<file path="config.mk">
export PLATFORM = sky130hd
export DESIGN_NAME = psmc_status_ctrl
export DESIGN_NICKNAME = d
export VERILOG_FILES = /design/src/psmc_pkg.sv /design/src/psmc_status_ctrl.sv
export SDC_FILE = /design/constraint.sdc
export NUM_CORES = 1
export LEC_CHECK = 0
export ABC_AREA = 1
export BUFFER_PORTS_ARGS = -buffer_cell sky130_fd_sc_hd__buf_2
export CORE_MARGIN = 4
export CORE_UTILIZATION = 45
export DETAILED_ROUTE_END_ITERATION = 8
export PLACE_DENSITY = 0.78
export SLEW_MARGIN = 10
export SYNTH_ARGS = -nofsm -noshare
export SYNTH_HDL_FRONTEND = slang
export SYNTH_SLANG_ARGS = --single-unit
</file>
<file path="constraint.sdc">
create_clock -name clock_i -period 2.32 [get_ports clock_i]
set_input_delay 0 -clock clock_i [delete_from_list [all_inputs] [get_ports clock_i]]
set_output_delay 0 -clock clock_i [all_outputs]
set_load 0.1 [all_outputs]
</file>
<file path="src/psmc_pkg.sv">
// Package for the processor status and mode control register bank
package psmc_pkg;

  // AXI4-Lite geometry
  localparam int unsigned ADDR_W = 8;             // Byte address width
  localparam int unsigned DATA_W = 32;            // Data width

  // Register byte offsets
  localparam logic [ADDR_W-1:0] STATUS_OFF = 8'h00;  // Status and control
  localparam logic [ADDR_W-1:0] MODE_OFF   = 8'h04;  // Decoded mode view

  // AXI responses
  localparam logic [1:0] RESP_OKAY   = 2'h0;      // Normal completion
  localparam logic [1:0] RESP_SLVERR = 2'h2;      // Unmapped address

  // Status word reset value: boot vectors and error level set
  localparam logic [31:0] STATUS_RST  = 32'h0040_0004;
  // Software writable bits; reserved positions stay zero
  localparam logic [31:0] STATUS_WMASK = 32'hF654_FFFF;

  // Privilege field encodings
  localparam logic [1:0] FLD_KERNEL = 2'h0;       // Kernel
  localparam logic [1:0] FLD_SUPER  = 2'h1;       // Supervisor
  localparam logic [1:0] FLD_USER   = 2'h2;       // User

  // Mode view field positions
  localparam int unsigned MV_PRIV_LSB = 0;        // Effective privilege
  localparam int unsigned MV_GIE_BIT  = 2;        // Global irq enable
  localparam int unsigned MV_END_BIT  = 3;        // Effective byte order
  localparam int unsigned MV_COP_LSB  = 4;        // Effective usability
  localparam int unsigned MV_TAKE_LSB = 8;        // Interrupts taken

  // Effective privilege
  typedef enum logic [1:0] {
    PRIV_KERNEL,
    PRIV_SUPER,
    PRIV_USER
  } psmc_priv_e;

  // Status word field layout, msb first
  typedef struct packed {
    logic [3:0] coproc_usable;     // 31:28
    logic       rsv27;             // 27
    logic       fpr_layout_sel;    // 26
    logic       user_endian_flip;  // 25
    logic [1:0] rsv24_23;          // 24:23
    logic       boot_vector_sel;   // 22
    logic       rsv21;             // 21
    logic       soft_reset_flag;   // 20
    logic       rsv19;             // 19
    logic       cache_hit_flag;    // 18
    logic [1:0] rsv17_16;          // 17:16
    logic [7:0] irq_mask;          // 15:8
    logic       kernel_wide_addr;  // 7
    logic       super_wide_en;     // 6
    logic       user_wide_en;      // 5
    logic [1:0] privilege_field;   // 4:3
    logic       error_level;       // 2
    logic       exception_level;   // 1
    logic       global_irq_en;     // 0
  } psmc_status_s;

  // AXI4-Lite master to slave
  typedef struct packed {
    logic              awvalid;
    logic [ADDR_W-1:0] awaddr;
    logic              wvalid;
    logic [DATA_W-1:0] wdata;
    logic [3:0]        wstrb;
    logic              bready;
    logic              arvalid;
    logic [ADDR_W-1:0] araddr;
    logic              rready;
  } psmc_axi_req_s;

  // AXI4-Lite slave to master
  typedef struct packed {
    logic              awready;
    logic              wready;
    logic              bvalid;
    logic [1:0]        bresp;
    logic              arready;
    logic              rvalid;
    logic [DATA_W-1:0] rdata;
    logic [1:0]        rresp;
  } psmc_axi_rsp_s;

  // Whole module state
  typedef struct packed {
    psmc_status_s      st;         // Status word
    logic              aw_got;     // Write address held
    logic [ADDR_W-1:0] awaddr;     // Held write address
    logic              w_got;      // Write data held
    logic [DATA_W-1:0] wdata;      // Held write data
    logic [3:0]        wstrb;      // Held strobes
    logic              bvalid;     // Write response pending
    logic [1:0]        bresp;      // Write response code
    logic              rvalid;     // Read data pending
    logic [DATA_W-1:0] rdata;      // Read data
    logic [1:0]        rresp;      // Read response code
  } psmc_state_s;

endpackage

</file>
<file path="src/psmc_status_ctrl.sv">
// Processor status and mode control register bank with AXI4-Lite slave
`timescale 1ns/10ps
`default_nettype none

// What this block does
// RL1: Bits 31:28 coprocessor usable, reset zero
// RL2: Coprocessor zero always usable in kernel
// RL3: Bit 26 selects FP register layout
// RL4: Bit 25 flips byte order, user only
// RL5: Bit 22 selects bootstrap vectors, reset one
// RL6: Bit 20 set on soft reset/NMI
// RL7: Bit 18 records last hit-cache-op result
// RL8: Bits 15:8 mask; take needs mask, pending
// RL9: Global enable needs enable, no levels
// RL10: Bit 7 kernel 64-bit addressing, refill
// RL11: Bit 6 supervisor 64-bit, extended refill
// RL12: Bit 5 user 64-bit, extended refill
// RL13: Kernel always allows 64-bit operations
// RL14: Bits 4:3 privilege field, reset 00
// RL15: Effective privilege from field and levels
// RL16: Bits 2..0 error, exception, irq enable
// RL17: Address space access by privilege
// RL18: Reset forces error level, boot vectors
// RL19: Reserved bits read zero, ignore writes
module psmc_status_ctrl (
  input  wire logic                    clock_i,         // Core clock
  input  wire logic                    rstn_i,          // Sync reset, low
  input  wire psmc_pkg::psmc_axi_req_s axi_req_i,       // Bus requests
  output var  psmc_pkg::psmc_axi_rsp_s axi_rsp_o,       // Bus answers
  input  wire logic [7:0]              irq_pending_i,   // Pending sources
  input  wire logic                    soft_reset_evt_i, // Soft reset pulse
  input  wire logic                    nmi_evt_i,       // NMI pulse
  input  wire logic                    cache_op_i,      // Hit cache op done
  input  wire logic                    cache_hit_i,     // Its hit result
  input  wire logic                    cfg_big_endian_i, // Reset byte order
  output logic [1:0]                   priv_o,          // Effective mode
  output logic                         irq_enabled_o,   // Global enable
  output logic [7:0]                   irq_take_o,      // Sources taken
  output logic                         irq_req_o,       // Any source taken
  output logic [3:0]                   coproc_ok_o,     // Usable units
  output logic                         fpr_layout_o,    // FP layout select
  output logic                         big_endian_o,    // Effective order
  output logic                         boot_vec_o,      // Bootstrap vectors
  output logic                         wide_addr_o,     // 64-bit addressing
  output logic                         wide_ops_o,      // 64-bit operations
  output logic [2:0]                   xrefill_o,       // Ext refill k/s/u
  output logic [2:0]                   space_ok_o       // Access k/s/u
);
  import psmc_pkg::*;

  // Register selection decode, shared by write and read paths
  typedef enum logic [1:0] {
    SEL_STATUS,
    SEL_MODE,
    SEL_NONE
  } psmc_sel_e;

  function automatic psmc_sel_e psmc_decode(input logic [ADDR_W-1:0] a);
    psmc_sel_e s;
    s = SEL_NONE;
    if (a == STATUS_OFF) begin
      s = SEL_STATUS;
    end else if (a == MODE_OFF) begin
      s = SEL_MODE;
    end
    return s;
  endfunction

  // Effective privilege from the status word
  function automatic psmc_priv_e psmc_priv(input psmc_status_s s);
    psmc_priv_e p;
    p = PRIV_KERNEL;
    if (!s.error_level && !s.exception_level) begin
      if (s.privilege_field == FLD_USER) begin
        p = PRIV_USER;
      end else if (s.privilege_field == FLD_SUPER) begin
        p = PRIV_SUPER;
      end
    end
    return p;
  endfunction

  psmc_state_s   q;        // Registered state
  psmc_state_s   d;        // Next state
  psmc_priv_e    priv;     // Current effective privilege
  logic          gie;      // Global interrupt enable
  logic          aw_hs;    // Write address handshake
  logic          w_hs;     // Write data handshake
  logic          ar_hs;    // Read address handshake
  logic [31:0]   mode_word; // Decoded mode view
  logic [31:0]   bmask;    // Byte enable mask

  // Privilege and interrupt enabling
  always_comb begin
    priv = psmc_priv(q.st);                                   // see RL15
    gie  = q.st.global_irq_en && !q.st.exception_level
           && !q.st.error_level;                              // see RL9
  end

  // Mode outputs derived from the status word
  always_comb begin
    priv_o        = priv;
    irq_enabled_o = gie;
    irq_take_o    = gie ? (q.st.irq_mask & irq_pending_i) : 8'h00; // see RL8
    irq_req_o     = |irq_take_o;
    coproc_ok_o   = q.st.coproc_usable;                       // see RL1
    coproc_ok_o[0] = q.st.coproc_usable[0] || (priv == PRIV_KERNEL); // see RL2
    fpr_layout_o  = q.st.fpr_layout_sel;                      // see RL3
    big_endian_o  = cfg_big_endian_i ^
                    (q.st.user_endian_flip && priv == PRIV_USER); // see RL4
    boot_vec_o    = q.st.boot_vector_sel;                     // see RL5
    xrefill_o     = {q.st.kernel_wide_addr, q.st.super_wide_en,
                     q.st.user_wide_en};                      // see RL10
    unique case (priv)
      PRIV_KERNEL: begin
        wide_addr_o = q.st.kernel_wide_addr;                  // see RL10
        wide_ops_o  = 1'b1;                                   // see RL13
      end
      PRIV_SUPER: begin
        wide_addr_o = q.st.super_wide_en;                     // see RL11
        wide_ops_o  = q.st.super_wide_en;
      end
      PRIV_USER: begin
        wide_addr_o = q.st.user_wide_en;                      // see RL12
        wide_ops_o  = q.st.user_wide_en;
      end
      default: begin
        wide_addr_o = 1'b0;
        wide_ops_o  = 1'b0;
      end
    endcase
    // Kernel, supervisor, user space permissions
    space_ok_o = {priv == PRIV_KERNEL,
                  priv != PRIV_USER,
                  1'b1};                                      // see RL17
  end

  // Read-only view of the decoded mode
  always_comb begin
    mode_word = 32'h0000_0000;
    mode_word[MV_PRIV_LSB +: 2] = priv;
    mode_word[MV_GIE_BIT]       = gie;
    mode_word[MV_END_BIT]       = big_endian_o;
    mode_word[MV_COP_LSB +: 4]  = coproc_ok_o;
    mode_word[MV_TAKE_LSB +: 8] = irq_take_o;
  end

  // Bus handshakes: accept one write and one read at a time
  always_comb begin
    axi_rsp_o.awready = !q.aw_got && !q.bvalid;
    axi_rsp_o.wready  = !q.w_got && !q.bvalid;
    axi_rsp_o.bvalid  = q.bvalid;
    axi_rsp_o.bresp   = q.bresp;
    axi_rsp_o.arready = !q.rvalid;
    axi_rsp_o.rvalid  = q.rvalid;
    axi_rsp_o.rdata   = q.rdata;
    axi_rsp_o.rresp   = q.rresp;
    aw_hs = axi_req_i.awvalid && axi_rsp_o.awready;
    w_hs  = axi_req_i.wvalid && axi_rsp_o.wready;
    ar_hs = axi_req_i.arvalid && axi_rsp_o.arready;
  end

  // Next state: bus write, hardware events, read capture
  always_comb begin
    logic [ADDR_W-1:0] wa;     // Effective write address
    logic [31:0]       wd;     // Effective write data
    logic [3:0]        ws;     // Effective strobes
    logic [31:0]       cur;    // Current status word
    d   = q;
    wa  = q.aw_got ? q.awaddr : axi_req_i.awaddr;
    wd  = q.w_got ? q.wdata : axi_req_i.wdata;
    ws  = q.w_got ? q.wstrb : axi_req_i.wstrb;
    cur = q.st;
    for (int i = 0; i < 4; i++) begin
      bmask[i*8 +: 8] = {8{ws[i]}};
    end
    // Hold whichever half of a write arrives first
    if (aw_hs) begin
      d.aw_got = 1'b1;
      d.awaddr = axi_req_i.awaddr;
    end
    if (w_hs) begin
      d.w_got = 1'b1;
      d.wdata = axi_req_i.wdata;
      d.wstrb = axi_req_i.wstrb;
    end
    // Both halves present: perform the write and answer
    if ((q.aw_got || aw_hs) && (q.w_got || w_hs)) begin
      d.aw_got = 1'b0;
      d.w_got  = 1'b0;
      d.bvalid = 1'b1;
      d.bresp  = RESP_OKAY;
      unique case (psmc_decode(wa))
        SEL_STATUS: begin
          // Only writable, enabled bytes change; reserved bits stay 0
          d.st = (cur & ~(STATUS_WMASK & bmask)) |
                 (wd & STATUS_WMASK & bmask);                 // see RL19
        end
        SEL_MODE: begin
          d.bresp = RESP_OKAY;     // Read-only view, write ignored
        end
        default: begin
          d.bresp = RESP_SLVERR;   // Unmapped address
        end
      endcase
    end
    if (q.bvalid && axi_req_i.bready) begin
      d.bvalid = 1'b0;
    end
    // Hardware updates win over a same-cycle software write
    if (soft_reset_evt_i || nmi_evt_i) begin
      d.st.soft_reset_flag = 1'b1;                            // see RL6
    end
    if (cache_op_i) begin
      d.st.cache_hit_flag = cache_hit_i;                      // see RL7
    end
    // Read path
    if (ar_hs) begin
      d.rvalid = 1'b1;
      d.rresp  = RESP_OKAY;
      unique case (psmc_decode(axi_req_i.araddr))
        SEL_STATUS: begin
          d.rdata = q.st;                                     // see RL16
        end
        SEL_MODE: begin
          d.rdata = mode_word;
        end
        default: begin
          d.rdata = 32'h0000_0000;
          d.rresp = RESP_SLVERR;
        end
      endcase
    end else if (q.rvalid && axi_req_i.rready) begin
      d.rvalid = 1'b0;
    end
  end

  // State register with synchronous reset
  always_ff @(posedge clock_i) begin
    if (!rstn_i) begin
      q        <= '0;
      q.st     <= STATUS_RST;                      // see RL18, RL14
    end else begin
      q <= d;
    end
  end

  // Checks

  property p_reset_vals;
    @(posedge clock_i) disable iff (!rstn_i)
      $past(!rstn_i) |-> (q.st == STATUS_RST && q.st.error_level &&
                          q.st.boot_vector_sel);
  endproperty
  a_reset_vals: assert property (p_reset_vals) // see RL18
    else $error("status word not at reset value after reset");

  property p_cu0_kernel;
    @(posedge clock_i) disable iff (!rstn_i)
      (q.st.error_level || q.st.exception_level ||
       q.st.privilege_field == FLD_KERNEL) |-> coproc_ok_o[0];
  endproperty
  a_cu0_kernel: assert property (p_cu0_kernel) // see RL2
    else $error("coprocessor zero unusable in kernel mode");

  property p_endian;
    @(posedge clock_i) disable iff (!rstn_i)
      (priv_o != PRIV_USER) |-> (big_endian_o == cfg_big_endian_i);
  endproperty
  a_endian: assert property (p_endian) // see RL4
    else $error("byte order flipped outside user mode");

  property p_sr_set;
    @(posedge clock_i) disable iff (!rstn_i)
      (soft_reset_evt_i || nmi_evt_i) |=> q.st.soft_reset_flag;
  endproperty
  a_sr_set: assert property (p_sr_set) // see RL6
    else $error("soft reset flag not set after event");

  property p_cache_hit;
    @(posedge clock_i) disable iff (!rstn_i)
      cache_op_i |=> (q.st.cache_hit_flag == $past(cache_hit_i));
  endproperty
  a_cache_hit: assert property (p_cache_hit) // see RL7
    else $error("cache hit flag does not follow last operation");

  property p_irq_take;
    @(posedge clock_i) disable iff (!rstn_i)
      (q.st.exception_level || q.st.error_level || !q.st.global_irq_en)
        |-> (irq_take_o == 8'h00 && !irq_req_o);
  endproperty
  a_irq_take: assert property (p_irq_take) // see RL9
    else $error("interrupt taken while globally disabled");

  property p_priv;
    @(posedge clock_i) disable iff (!rstn_i)
      (q.st.exception_level || q.st.error_level) |-> priv_o == PRIV_KERNEL;
  endproperty
  a_priv: assert property (p_priv) // see RL15
    else $error("non-kernel privilege with a level bit set");

  property p_space;
    @(posedge clock_i) disable iff (!rstn_i)
      (priv_o == PRIV_USER) |-> (space_ok_o == 3'h1);
  endproperty
  a_space: assert property (p_space) // see RL17
    else $error("user mode granted privileged space");

  property p_ops64;
    @(posedge clock_i) disable iff (!rstn_i)
      (priv_o == PRIV_KERNEL) |->
        (wide_ops_o && wide_addr_o == q.st.kernel_wide_addr);
  endproperty
  a_ops64: assert property (p_ops64) // see RL13
    else $error("kernel 64-bit operation or addressing wrong");

  property p_rsv_zero;
    @(posedge clock_i) disable iff (!rstn_i)
      ((q.st & ~STATUS_WMASK) == 32'h0000_0000);
  endproperty
  a_rsv_zero: assert property (p_rsv_zero) // see RL19
    else $error("reserved status bit is non-zero");

  property p_wr_resp;
    @(posedge clock_i) disable iff (!rstn_i)
      (axi_req_i.awvalid && axi_rsp_o.awready && axi_req_i.wvalid &&
       axi_rsp_o.wready) |=> axi_rsp_o.bvalid;
  endproperty
  a_wr_resp: assert property (p_wr_resp)
    else $error("write response missing one cycle after write");

  c_write:   cover property (@(posedge clock_i) disable iff (!rstn_i)
    axi_rsp_o.bvalid && axi_req_i.bready);
  c_read:    cover property (@(posedge clock_i) disable iff (!rstn_i)
    axi_rsp_o.rvalid && axi_req_i.rready);
  c_irq:     cover property (@(posedge clock_i) disable iff (!rstn_i)
    irq_req_o);
  c_user:    cover property (@(posedge clock_i) disable iff (!rstn_i)
    priv_o == PRIV_USER);

endmodule

`default_nettype wire

</file>
; ---- Word-level counts from Yosys, hierarchy flattened
; Index checks and enable logic that the tools add are counted.
[op_classes]
n_eq_ne = 9
muxes = 25
bitwise_logic = 7
n_reduce_logical = 40
[op_table]
columns = op, count
row1 = $and A32 B32 Y32, 2
row2 = $pmux W32 S2, 1
row3 = $mux W32, 1
row4 = $not A32 Y32, 1
row5 = $or A32 B32 Y32, 1
row6 = $mux W22, 1
row7 = $mux W21, 1
row8 = $mux W2, 10
row9 = $eq A8 B3 Y1 const B, 2
row10 = $logic_not A8 Y1, 2
row11 = $mux W8, 2
row12 = $logic_and A1 B1 Y1, 12
row13 = $reduce_bool A2 Y1, 5
row14 = $mux W9, 1
row15 = $and A8 B8 Y8, 1
row16 = $eq A2 B1 Y1 const B, 4
row17 = $reduce_or A2 Y1, 4
row18 = $reduce_or A8 Y1, 1
row19 = $logic_not A1 Y1, 6
row20 = $logic_not A2 Y1, 3
row21 = $pmux W1 S3, 2
row22 = $reduce_and A2 Y1, 3
row23 = $mux W1, 5
row24 = $eq A2 B2 Y1 const B, 2
row25 = 5 further kinds, 8
[word_totals]
reg_bits = 116
input_bits = 72
output_inout_bits = 68
word_cells = 110

; ---- Logic depth before layout (Yosys ltp)
; Gate-level depths: netlist of the first run.
[logic_depth]
depth_word = 10
mapped_depth = 11
mapped_depth_nobuf = 10

; ---- Worst setup path after synthesis of the first run
; Ideal clock, no wire load.
[synth_timing]
path_kind = reg-to-reg
startpoint = reg with a tool-made name
endpoint = reg q, in the netlist axi_rsp_o[5]
setup_time_ps = 72
t_arrival_ps = 3492
required_ps = 2248
setup_slack_ps = -1244
path_stages_with_launch = 10
n_path_buf = 0
period_less_slack_ps = 3564
cell_sequence = dfxtp_1 -> nor2_1 -> nand3_1 -> inv_1 -> nand3_1 -> nand2_1 -> nand2_1 -> nand2_1 -> nand2_1 -> a21oi_1
[synth_rtl]
columns = item, line_no
row1 = to (decl), psmc_status_ctrl.sv:83  ; psmc_state_s q;

; ---- Worst setup path in the final report of the first run
[layout_timing]
startpoint = reg q[83] (netlist bit)
endpoint = reg q[102] (netlist bit)
[layout_via]
elab_chain_len = 8
word_cells_on_any_way = 15
classes_between = eq/ne (1) / mux (4) / reduce/logical (10)
[layout_rtl]
columns = item, line_no
row1 = $mux W8, psmc_status_ctrl.sv:170  ; wa = q.aw_got ? q.awaddr : axi_req_i.awaddr;
row2 = $eq A8 B3 Y1, psmc_status_ctrl.sv:63  ; end else if (a == MODE_OFF) begin
row3 = $mux W2, psmc_status_ctrl.sv:63
row4 = $mux W2, psmc_status_ctrl.sv:61  ; if (a == STATUS_OFF) begin
row5 = $mux W2, psmc_status_ctrl.sv:188  ; if ((q.aw_got || aw_hs) && (q.w_got || w_hs)) begin
row6 = $logic_not A2 Y1, psmc_status_ctrl.sv:193  ; unique case (psmc_decode(wa))
row7 = $reduce_bool A2 Y1 (no line), n/a
row8 = $reduce_and A2 Y1 (no line) *, n/a
; Every way passes the cells marked *; elsewhere a longest branch is shown, timed or not. The select of a mux whose other input is x is not followed.
; A chain may end at the register's enable or synchronous reset.

==> results of run 1 <==
-- metrics by stage --
stage                     setup slack (ns)  cells  TNS [ns]  instance area, um2
final                                0.309    932         0                5840
after global routing                 0.125    932         0                5840
after CTS                            0.181    932         0                5840
after floorplan                     -0.287    678    -0.287                4850
after global placement               0.622    872         0                5210
after detailed placement             0.610    872         0                5210
-- cell families after synthesis --
group,Yosys count
AND/OR/NAND/NOR,305
buffers and inverters,128
AO/OA/AOI/OAI,120
flip-flops,93
multiplexers,22
other,2
-- synth_stat cells, drive strengths merged, types with 4 or more instances --
master / count / area [um2]
mux2i: 22 / 220
clkinv: 4 / 17.5
nand3: 12 / 65.1
nor2: 90 / 364
buf: 60 / 442
o21ai: 56 / 280
clkbuf: 12 / 55.1
nand2: 196 / 776
a21oi: 58 / 350
dfxtp: 93 / 1860
inv: 52 / 200
-- layout make-up --
type                            instances  area (um2)
Clock buffer                            9         124
Clock inverter                          7        66.3
Fill cell                            1008        4440
Inverter                               56         221
Multi-Input combinational cell        457        2270
Sequential cell                        93        1860
Tap cell                              136         170
Timing Repair Buffer                  174        1120
-- power by group --
group | leakage (nW) | internal, W | switching (W)
registers | 0.762 | 0.00171 | 0.0000675
clock network | 0.0922 | 0.000420 | 0.000651
logic | 1.93 | 0.000269 | 0.000642
total | 2.79 | 0.00239 | 0.00136
-- path summary, 6_finish.rpt --
| check | slack (ns) | to | depth (start not counted) |
|---|---|---|---|
| min | -0.001 | q[83] | 5 |
| max reg2reg | 0.31 | q[102] | 11 |
| min reg2reg | 0.47 | q[75] | 2 |
| max | 0.31 | q[102] | 11 |
-- placed cells by master (no fill, tap or decap), drive strengths merged --
| cell | synthesis | final |
|---|---|---|
| clkinv | 4 | 4 |
| dlygate4sd3 | 0 | 44 |
| o21a | 1 | 1 |
| mux2i | 22 | 22 |
| nor3 | 2 | 2 |
| a41oi | 1 | 1 |
| clkbuf | 12 | 9 |
| or2 | 1 | 1 |
| nand3 | 12 | 12 |
| nand3b | 1 | 1 |
| clkinvlp | 0 | 3 |
| nand4 | 1 | 1 |
| o211ai | 2 | 2 |
| nand2 | 196 | 196 |
| o22ai | 1 | 1 |
| a21oi | 58 | 58 |
| dfxtp | 93 | 93 |
| o21bai | 1 | 1 |
| inv | 52 | 56 |
| nor4 | 2 | 2 |
| o21ai | 56 | 56 |
| nor2 | 90 | 90 |
| buf | 60 | 130 |
| conb | 2 | 10 |
-- routing by layer --
layer | wire length [um] | GRT usage [%] | vias up
met1 | 5420 | 26.0 | 1893
met3 | 759 | 3.78 | 14
met4 | 202 | 6.90 | 0
met2 | 5250 | 29.9 | 139
met5 | 0 | 0 | -
li1 | - | - | 2301
-- what timing repair did --
action / 4_1_cts / 5_1_grt
endpoints found under the setup margin: 0 / 1
endpoints found under the hold margin: 65 / 0
hold buffers: 44 / 0
gates resized for setup: 0 / 1
-- worst max-delay path, stage by stage, from the launching register on --
cell and delay, ns:
sky130_fd_sc_hd__dfxtp_2 0.50, sky130_fd_sc_hd__inv_6 0.07, sky130_fd_sc_hd__nand2_2 0.06, sky130_fd_sc_hd__nand2_2 0.04
sky130_fd_sc_hd__nor2_2 0.14, sky130_fd_sc_hd__nand2_2 0.11, sky130_fd_sc_hd__nor2_8 0.19, sky130_fd_sc_hd__nand3_1 0.09
sky130_fd_sc_hd__nand3_1 0.09, sky130_fd_sc_hd__nand2_1 0.05, sky130_fd_sc_hd__dlygate4sd3_1 0.56, sky130_fd_sc_hd__inv_1 0.05
==> summary.md, run 1 <==
### Pwr
- power per standard cell area: 643 nW/um2
- peak supply drop: 0.000314 V
- leakage power of the design: 2.79 nW
- total power: 0.00375 W

### Drt
- initial detailed-routing violation count: 231
- average vias per placed instance: 4.66
- number of vias after detailed routing: 4347
- per-cell routed wire length: 12.5 um
- total detailed-routing wirelength: 11.6 mm
- total iterations of the first detailed-routing run: 5
- Routed Antenna Nets: 0
- remaining design rule violation count: 0

### Global route
- total congestion overflow: 0
- pin count of the biggest net entering global routing: 53
- first-pass GRT wire length: 19.4 mm
- initial antenna violation count: 0
- via count of the first global-routing pass: 4016
- Total Routing Usage GR: 19.0%

### Setup path
- kind of start point of the critical path: register
- critical path capture point type: register
- highest fanout seen on the critical path: 10
- Worst R2R Start: q[83]
- category of the critical setup timing path: reg2reg
- arrival time of data at the critical path endpoint: 2.33 ns
- worst setup path startpoint: q[83]
- required time at the endpoint of the critical path: 2.64 ns

### Timing
- worst-case clock skew: 0.0138 ns
- final slew viol count: 0
- achievable frequency: 0.497 GHz
- Slew @ Worst Pin: 0.740 ns
- setup repair after global routing missed its margin: no
- Final Hold Slack: -0.00141 ns
- Fin. Hold Viols: 1
- fraction of the cycle the final worst path needs: 86.7%
- headroom to the max-slew limit: 50.5%
- number of setup violations in the final report: 0
- final critical-path required period: 2.01 ns

### Floorplan
- Die Area: 12200 um2
- I/O pin cnt: 140
- starting density of the core: 46.1%
- total core area: 10300 um2
- num rows: 37
- vertical die dimension: 111 um
- horizontal die dimension: 111 um

### Clocking
- clk sinks: 93
- number of setup buffers added after CTS: 0
- level count of the clock H-tree: 3
- clock buffer count from CTS: 9
- CTS tree: yes
- clk buf depth: 2
- clock slew seen by the registers of the worst setup and hold paths: 0.11 ns
- clock latency reported for the late side of the worst-skew pair: 0.37 ns
- CTS Root Buffer Type: sky130_fd_sc_hd__clkbuf_8

### Synth
- warning count from the yosys run: 0
- sequential share of the synthesized area: 39.3%
- post-synthesis average cell area: 7.07 um2
- multiplexer share of the synthesized area: 4.65%
- post-synthesis simple-gate area fraction: 26.6%
- Post-synth ARST share: 0%
- dominant combinational cell family by area after synthesis: simple AND/OR/NAND/NOR gates
- Netlist Area Pre-Place: 4740 um2
- Synth Instances: 670
- post-synthesis register bit count: 93
- post-synthesis xor/xnor area fraction: 0%
- complex-gate fraction of the synthesized area: 14.3%
- synthesized-area fraction occupied by adder cells: 0%
- synth unique cells: 35
- EDFF count, synth: 0
- most used flip-flop cell after synthesis: sky130_fd_sc_hd__dfxtp_1

### Placed design
- Placer Congestion: 0.833
- DP HPWL: 8.05 mm
- number of buffers inserted by port buffering: 122

### Hold path
- start point of the worst min-delay path: axi_req_i[56]
- Hold Crit Class: in2reg

### Layout
- fraction of layout cells with a size suffix above 1: 25.0%
- count of antenna diodes in the layout: 0
- area delta synth->final: 23.3%
- nets: 863
- Util after Layout: 56.8%

### Run status
- status: complete, but fails checks
- violated checks: hold timing

### Run
- Maximum Capacitance Violations: 0

(Power assumes the default switching activity.)
==> run 2: changes to the inputs <==
==> constraint.sdc (replaced) <==
create_clock -name clock_i -period 2.32 [get_ports clock_i]
set_input_delay 0.464 -clock clock_i [delete_from_list [all_inputs] [get_ports clock_i]]
set_output_delay 0.464 -clock clock_i [all_outputs]
set_load 0.1 [all_outputs]
==> summary.md, run 2 (same netlist as run 1, synthesis figures left out) <==
### Global route
- initial antenna violation count: 0
- via count of the first global-routing pass: 3654
- pin count of the biggest net entering global routing: 64
- total congestion overflow: 0
- first-pass GRT wire length: 17.8 mm
- Total Routing Usage GR: 17.3%

### Drt
- initial detailed-routing violation count: 284
- Routed Antenna Nets: 0
- amount of wire on met3 after detailed routing: 491 um
- met1 routed wirelength after detailed routing: 5.57 mm
- highest routing layer actually used: met4
- remaining design rule violation count: 0
- average vias per placed instance: 4.70
- number of vias after detailed routing: 4179
- total iterations of the first detailed-routing run: 4
- total detailed-routing wirelength: 11.0 mm
- per-cell routed wire length: 12.4 um
- routed length on met2: 4.80 mm

### Pwr
- Clk network pwr share: 30.0%
- Int Power: 0.00246 W
- leakage power of the design: 2.62 nW
- power per standard cell area: 684 nW/um2
- relative contribution of sequential cells to total power: 47.2%
- share of total power consumed by net switching: 34.3%
- portion of total power attributed to combinational logic: 22.7%
- peak supply drop: 0.000272 V
- sw power: 0.00129 W

### Floorplan
- num rows: 37
- horizontal die dimension: 111 um
- Die Area: 12200 um2
- I/O pin cnt: 140
- starting density of the core: 46.1%
- total core area: 10300 um2
- vertical die dimension: 111 um

### Timing
- number of setup violations in the final report: 0
- final setup slack of the worst path: 0.0793 ns
- headroom to the max-slew limit: 59.9%
- Slew @ Worst Pin: 0.601 ns
- final sum of negative setup slack: 0 ns
- fraction of the cycle the final worst path needs: 96.6%
- final slew viol count: 0
- Fin. Hold Viols: 0
- worst-case clock skew: 0.00745 ns
- final critical-path required period: 2.24 ns
- achievable frequency: 0.446 GHz
- setup repair after global routing missed its margin: yes

### Layout
- fraction of layout cells with a size suffix above 1: 26.7%
- area delta synth->final: 15.5%
- layout filler cell count: 1053
- leading cell types in the layout, fill and taps excluded: sky130_fd_sc_hd__nand2_1, sky130_fd_sc_hd__buf_2, sky130_fd_sc_hd__dfxtp_1
- most common library cell in the layout ignoring fill and taps: sky130_fd_sc_hd__nand2_1
- count of antenna diodes in the layout: 0
- nets: 820

### Run
- Maximum Capacitance Violations: 0

### Placed design
- number of buffers inserted by port buffering: 122
- worst setup slack before clock tree synthesis: 0.372 ns
- DP HPWL: 8.19 mm
- Placer Congestion: 0.861

### Clocking
- total of cells resized after clock tree synthesis: 1
- number of setup buffers added after CTS: 0
- clock slew seen by the registers of the worst setup and hold paths: 0.09 ns
- level count of the clock H-tree: 3
- clock latency reported for the late side of the worst-skew pair: 0.35 ns
- clk buf depth: 2
- CTS tree: yes
- clk sinks: 93
- clock buffer count from CTS: 9
- Hold-fix buffers, CTS: 0
- CTS Root Buffer Type: sky130_fd_sc_hd__clkbuf_8

### Setup path
- highest fanout seen on the critical path: 5
- arrival time of data at the critical path endpoint: 1.78 ns
- CP max-delay cell: sky130_fd_sc_hd__buf_2
- critical path, cell by cell: nor2_4 > nand3_4 > clkinvlp_4 > nand3_1 > nand2_4 > buf_2
- category of the critical setup timing path: reg2out
- required time at the endpoint of the critical path: 1.86 ns
- delay of the slowest critical-path stage: 0.42 ns
- kind of start point of the critical path: register
- critical path capture point type: primary output

### Run status
- status: finished, final reports clean

### Hold path
- Hold Crit Class: in2reg

## run 2: changes by cell type in the layout (fill, tap and decap cells not counted), moves of 2 or more
cell | previous run | this run
sky130_fd_sc_hd__buf_4 | 7 | 9
sky130_fd_sc_hd__clkbuf_4 | 0 | 2
sky130_fd_sc_hd__inv_8 | 3 | 0
sky130_fd_sc_hd__nand2_2 | 7 | 5
sky130_fd_sc_hd__dlygate4sd3_1 | 44 | 0
sky130_fd_sc_hd__buf_2 | 122 | 119
## run 2: cell type report
type / count / area, um2 / share of cell area [%]
flip-flops and latches: 93 / 1860 / 34.0
well taps: 136 / 170 / 3.11
clock inverters: 6 / 70.1 / 1.28
inverters: 56 / 221 / 4.05
multi-input cells: 457 / 2310 / 42.3
repair buffers: 131 / 698 / 12.8
clock buffers: 10 / 138 / 2.51
## run 2: worst paths after layout
| kind | cells after the start | from | end | slack [ns] |
|---|---|---|---|---|
| setup / recovery | 6 | register | big_endian_o | 0.08 |
| hold / removal | 2 | axi_req_i[10] | axi_rsp_o[38] | 0.27 |
| setup reg to reg | 9 | q[83] | register | 0.54 |
| hold reg to reg | 2 | q[75] | q[75] | 0.46 |
## run 2: power by group through the flow
| stage | Combinational, W | Sequential, W | Clock [W] |
|---|---|---|---|
| floorplan | 0.000732 | 0.00179 | 0 |
| global placement | 0.000845 | 0.00180 | 0 |
| detailed placement | 0.000852 | 0.00181 | 0 |
| finish | 0.000852 | 0.00177 | 0.00112 |
| CTS | 0.000855 | 0.00177 | 0.00115 |
| global route | 0.000926 | 0.00178 | 0.00122 |
## run 2: worst max-delay path, delay by kind of cell (launching register included)
kind / cells / cell delay, ns
buffers and inverters: 2 / 0.52
AND/OR/NAND/NOR: 4 / 0.54
flip-flops: 1 / 0.36
## run 2: through the flow
stage	instances	area, um2	total power [W]	util [%]	hold slack, ns
after global placement	873	5240	0.00265	51.0	0.446
final	889	5470	0.00375	53.3	0.274
after detailed placement	873	5240	0.00266	51.0	0.445
after CTS	889	5450	0.00378	53.1	0.262
after global routing	889	5470	0.00393	53.3	0.257
after floorplan	678	4880	0.00252	-	0.429
## run 2: layer usage
| layer | up-vias | global-route usage, % |
|---|---|---|
| met5 | - | 0 |
| li1 | 2214 | - |
| met2 | 98 | 24.7 |
| met1 | 1855 | 25.9 |
| met3 | 12 | 3.56 |
| met4 | 0 | 5.75 |
==> run 3: changes to the inputs <==
--- a/config.mk
+++ b/config.mk
@@ -7,7 +7,7 @@
 export LEC_CHECK = 0
 export ABC_AREA = 1
 export BUFFER_PORTS_ARGS = -buffer_cell sky130_fd_sc_hd__buf_2
-export CORE_MARGIN = 4
+export CORE_MARGIN = 1.5
 export CORE_UTILIZATION = 45
 export DETAILED_ROUTE_END_ITERATION = 8
 export PLACE_DENSITY = 0.78
==> summary.md, run 3 (same netlist as run 1, synthesis figures left out) <==
### Run status
- status: finished, final reports clean

### Timing
- worst-case clock skew: 0.00853 ns
- headroom to the max-slew limit: 57.6%
- Slew @ Worst Pin: 0.636 ns
- Final Hold Slack: 0.265 ns
- final sum of negative setup slack: 0 ns
- final slew viol count: 0
- fraction of the cycle the final worst path needs: 95.6%
- Fin. Hold Viols: 0
- achievable frequency: 0.451 GHz
- number of setup violations in the final report: 0
- setup repair after global routing missed its margin: yes
- final critical-path required period: 2.22 ns
- final setup slack of the worst path: 0.103 ns

### Placed design
- Placer Congestion: 0.824
- DP HPWL: 7.82 mm
- number of placed instances with taps included: 873
- worst setup slack before clock tree synthesis: 0.381 ns
- number of buffers inserted by port buffering: 122

### Drt
- per-cell routed wire length: 11.9 um
- number of vias after detailed routing: 4085
- Routed Antenna Nets: 0
- remaining design rule violation count: 0
- total detailed-routing wirelength: 10.5 mm
- total iterations of the first detailed-routing run: 5
- initial detailed-routing violation count: 240
- average vias per placed instance: 4.60

### Setup path
- category of the critical setup timing path: reg2out
- required time at the endpoint of the critical path: 1.86 ns
- critical path capture point type: primary output
- highest fanout seen on the critical path: 5
- arrival time of data at the critical path endpoint: 1.75 ns
- kind of start point of the critical path: register

### Floorplan
- total core area: 10300 um2
- vertical die dimension: 106 um
- Die Area: 11200 um2
- num rows: 37
- horizontal die dimension: 106 um
- starting density of the core: 46.1%
- I/O pin cnt: 140

### Layout
- leading cell types in the layout, fill and taps excluded: sky130_fd_sc_hd__nand2_1, sky130_fd_sc_hd__buf_2, sky130_fd_sc_hd__dfxtp_1
- most common library cell in the layout ignoring fill and taps: sky130_fd_sc_hd__nand2_1
- final std cells w/o fill: 889
- area delta synth->final: 15.4%
- count of antenna diodes in the layout: 0
- nets: 820
- layout filler cell count: 1047
- fraction of layout cells with a size suffix above 1: 26.7%

### Clocking
- Hold-fix buffers, CTS: 0
- clock latency reported for the late side of the worst-skew pair: 0.37 ns
- CTS tree: yes
- level count of the clock H-tree: 3
- clk buf depth: 2
- number of setup buffers added after CTS: 0
- clock buffer count from CTS: 9
- CTS Root Buffer Type: sky130_fd_sc_hd__clkbuf_8
- total of cells resized after clock tree synthesis: 1
- clock slew seen by the registers of the worst setup and hold paths: 0.10 ns
- clk sinks: 93

### Run
- Maximum Capacitance Violations: 0

### Global route
- Total Routing Usage GR: 19.5%
- pin count of the biggest net entering global routing: 61
- via count of the first global-routing pass: 3748
- total congestion overflow: 0
- first-pass GRT wire length: 17.5 mm
- initial antenna violation count: 0

### Pwr
- peak supply drop: 0.000288 V
- power per standard cell area: 677 nW/um2
- leakage power of the design: 2.63 nW

### Hold path
- Hold Crit Class: in2reg

run 3: path summary, 6_finish.rpt:
path	from	slack, ns	endpoint	depth (start not counted)
max	register	0.10	big_endian_o	5
max reg2reg	q[83]	0.57	register	7
min	axi_req_i[10]	0.26	axi_rsp_o[38]	2
min reg2reg	q[75]	0.46	q[75]	2
run 3: final cells by class:
class	count	area (um2)	share of cell area [%]
multi-input combinational	457	2310	42.3
clock buffer	9	124	2.27
tap	136	170	3.11
sequential	93	1860	34.1
inverter	56	221	4.05
timing repair buffer	131	701	12.8
clock inverter	7	76.3	1.40
run 3: critical path: stages (launching register included):
cell                       delay [ns]
sky130_fd_sc_hd__dfxtp_1         0.36
sky130_fd_sc_hd__nor2_4          0.23
sky130_fd_sc_hd__nand3_4         0.14
sky130_fd_sc_hd__o21ai_0         0.31
sky130_fd_sc_hd__nand2_4         0.08
sky130_fd_sc_hd__clkbuf_4        0.28
run 3: power by group:
group          switching [W]  total (W)  internal, W
sequential         0.0000641    0.00177      0.00170
combinational       0.000628   0.000850     0.000222
clock               0.000650    0.00108     0.000431
run 3: stage by stage:
stage               area [um2]  power [W]  utilization, %
floorplan                 4880    0.00252               -
global placement          5240    0.00264            51.0
detailed placement        5240    0.00266            51.0
CTS                       5450    0.00374            53.0
global route              5470    0.00390            53.2
finish                    5470    0.00370            53.2
run 3: routing by layer:
metal  track usage [%]  vias up  wire, um
met1              27.9     1722      5320
met2              29.8      125      4460
li1                  -     2218         -
met3              2.72       20       537
met4              7.63        0       230
met5                 0        -         0
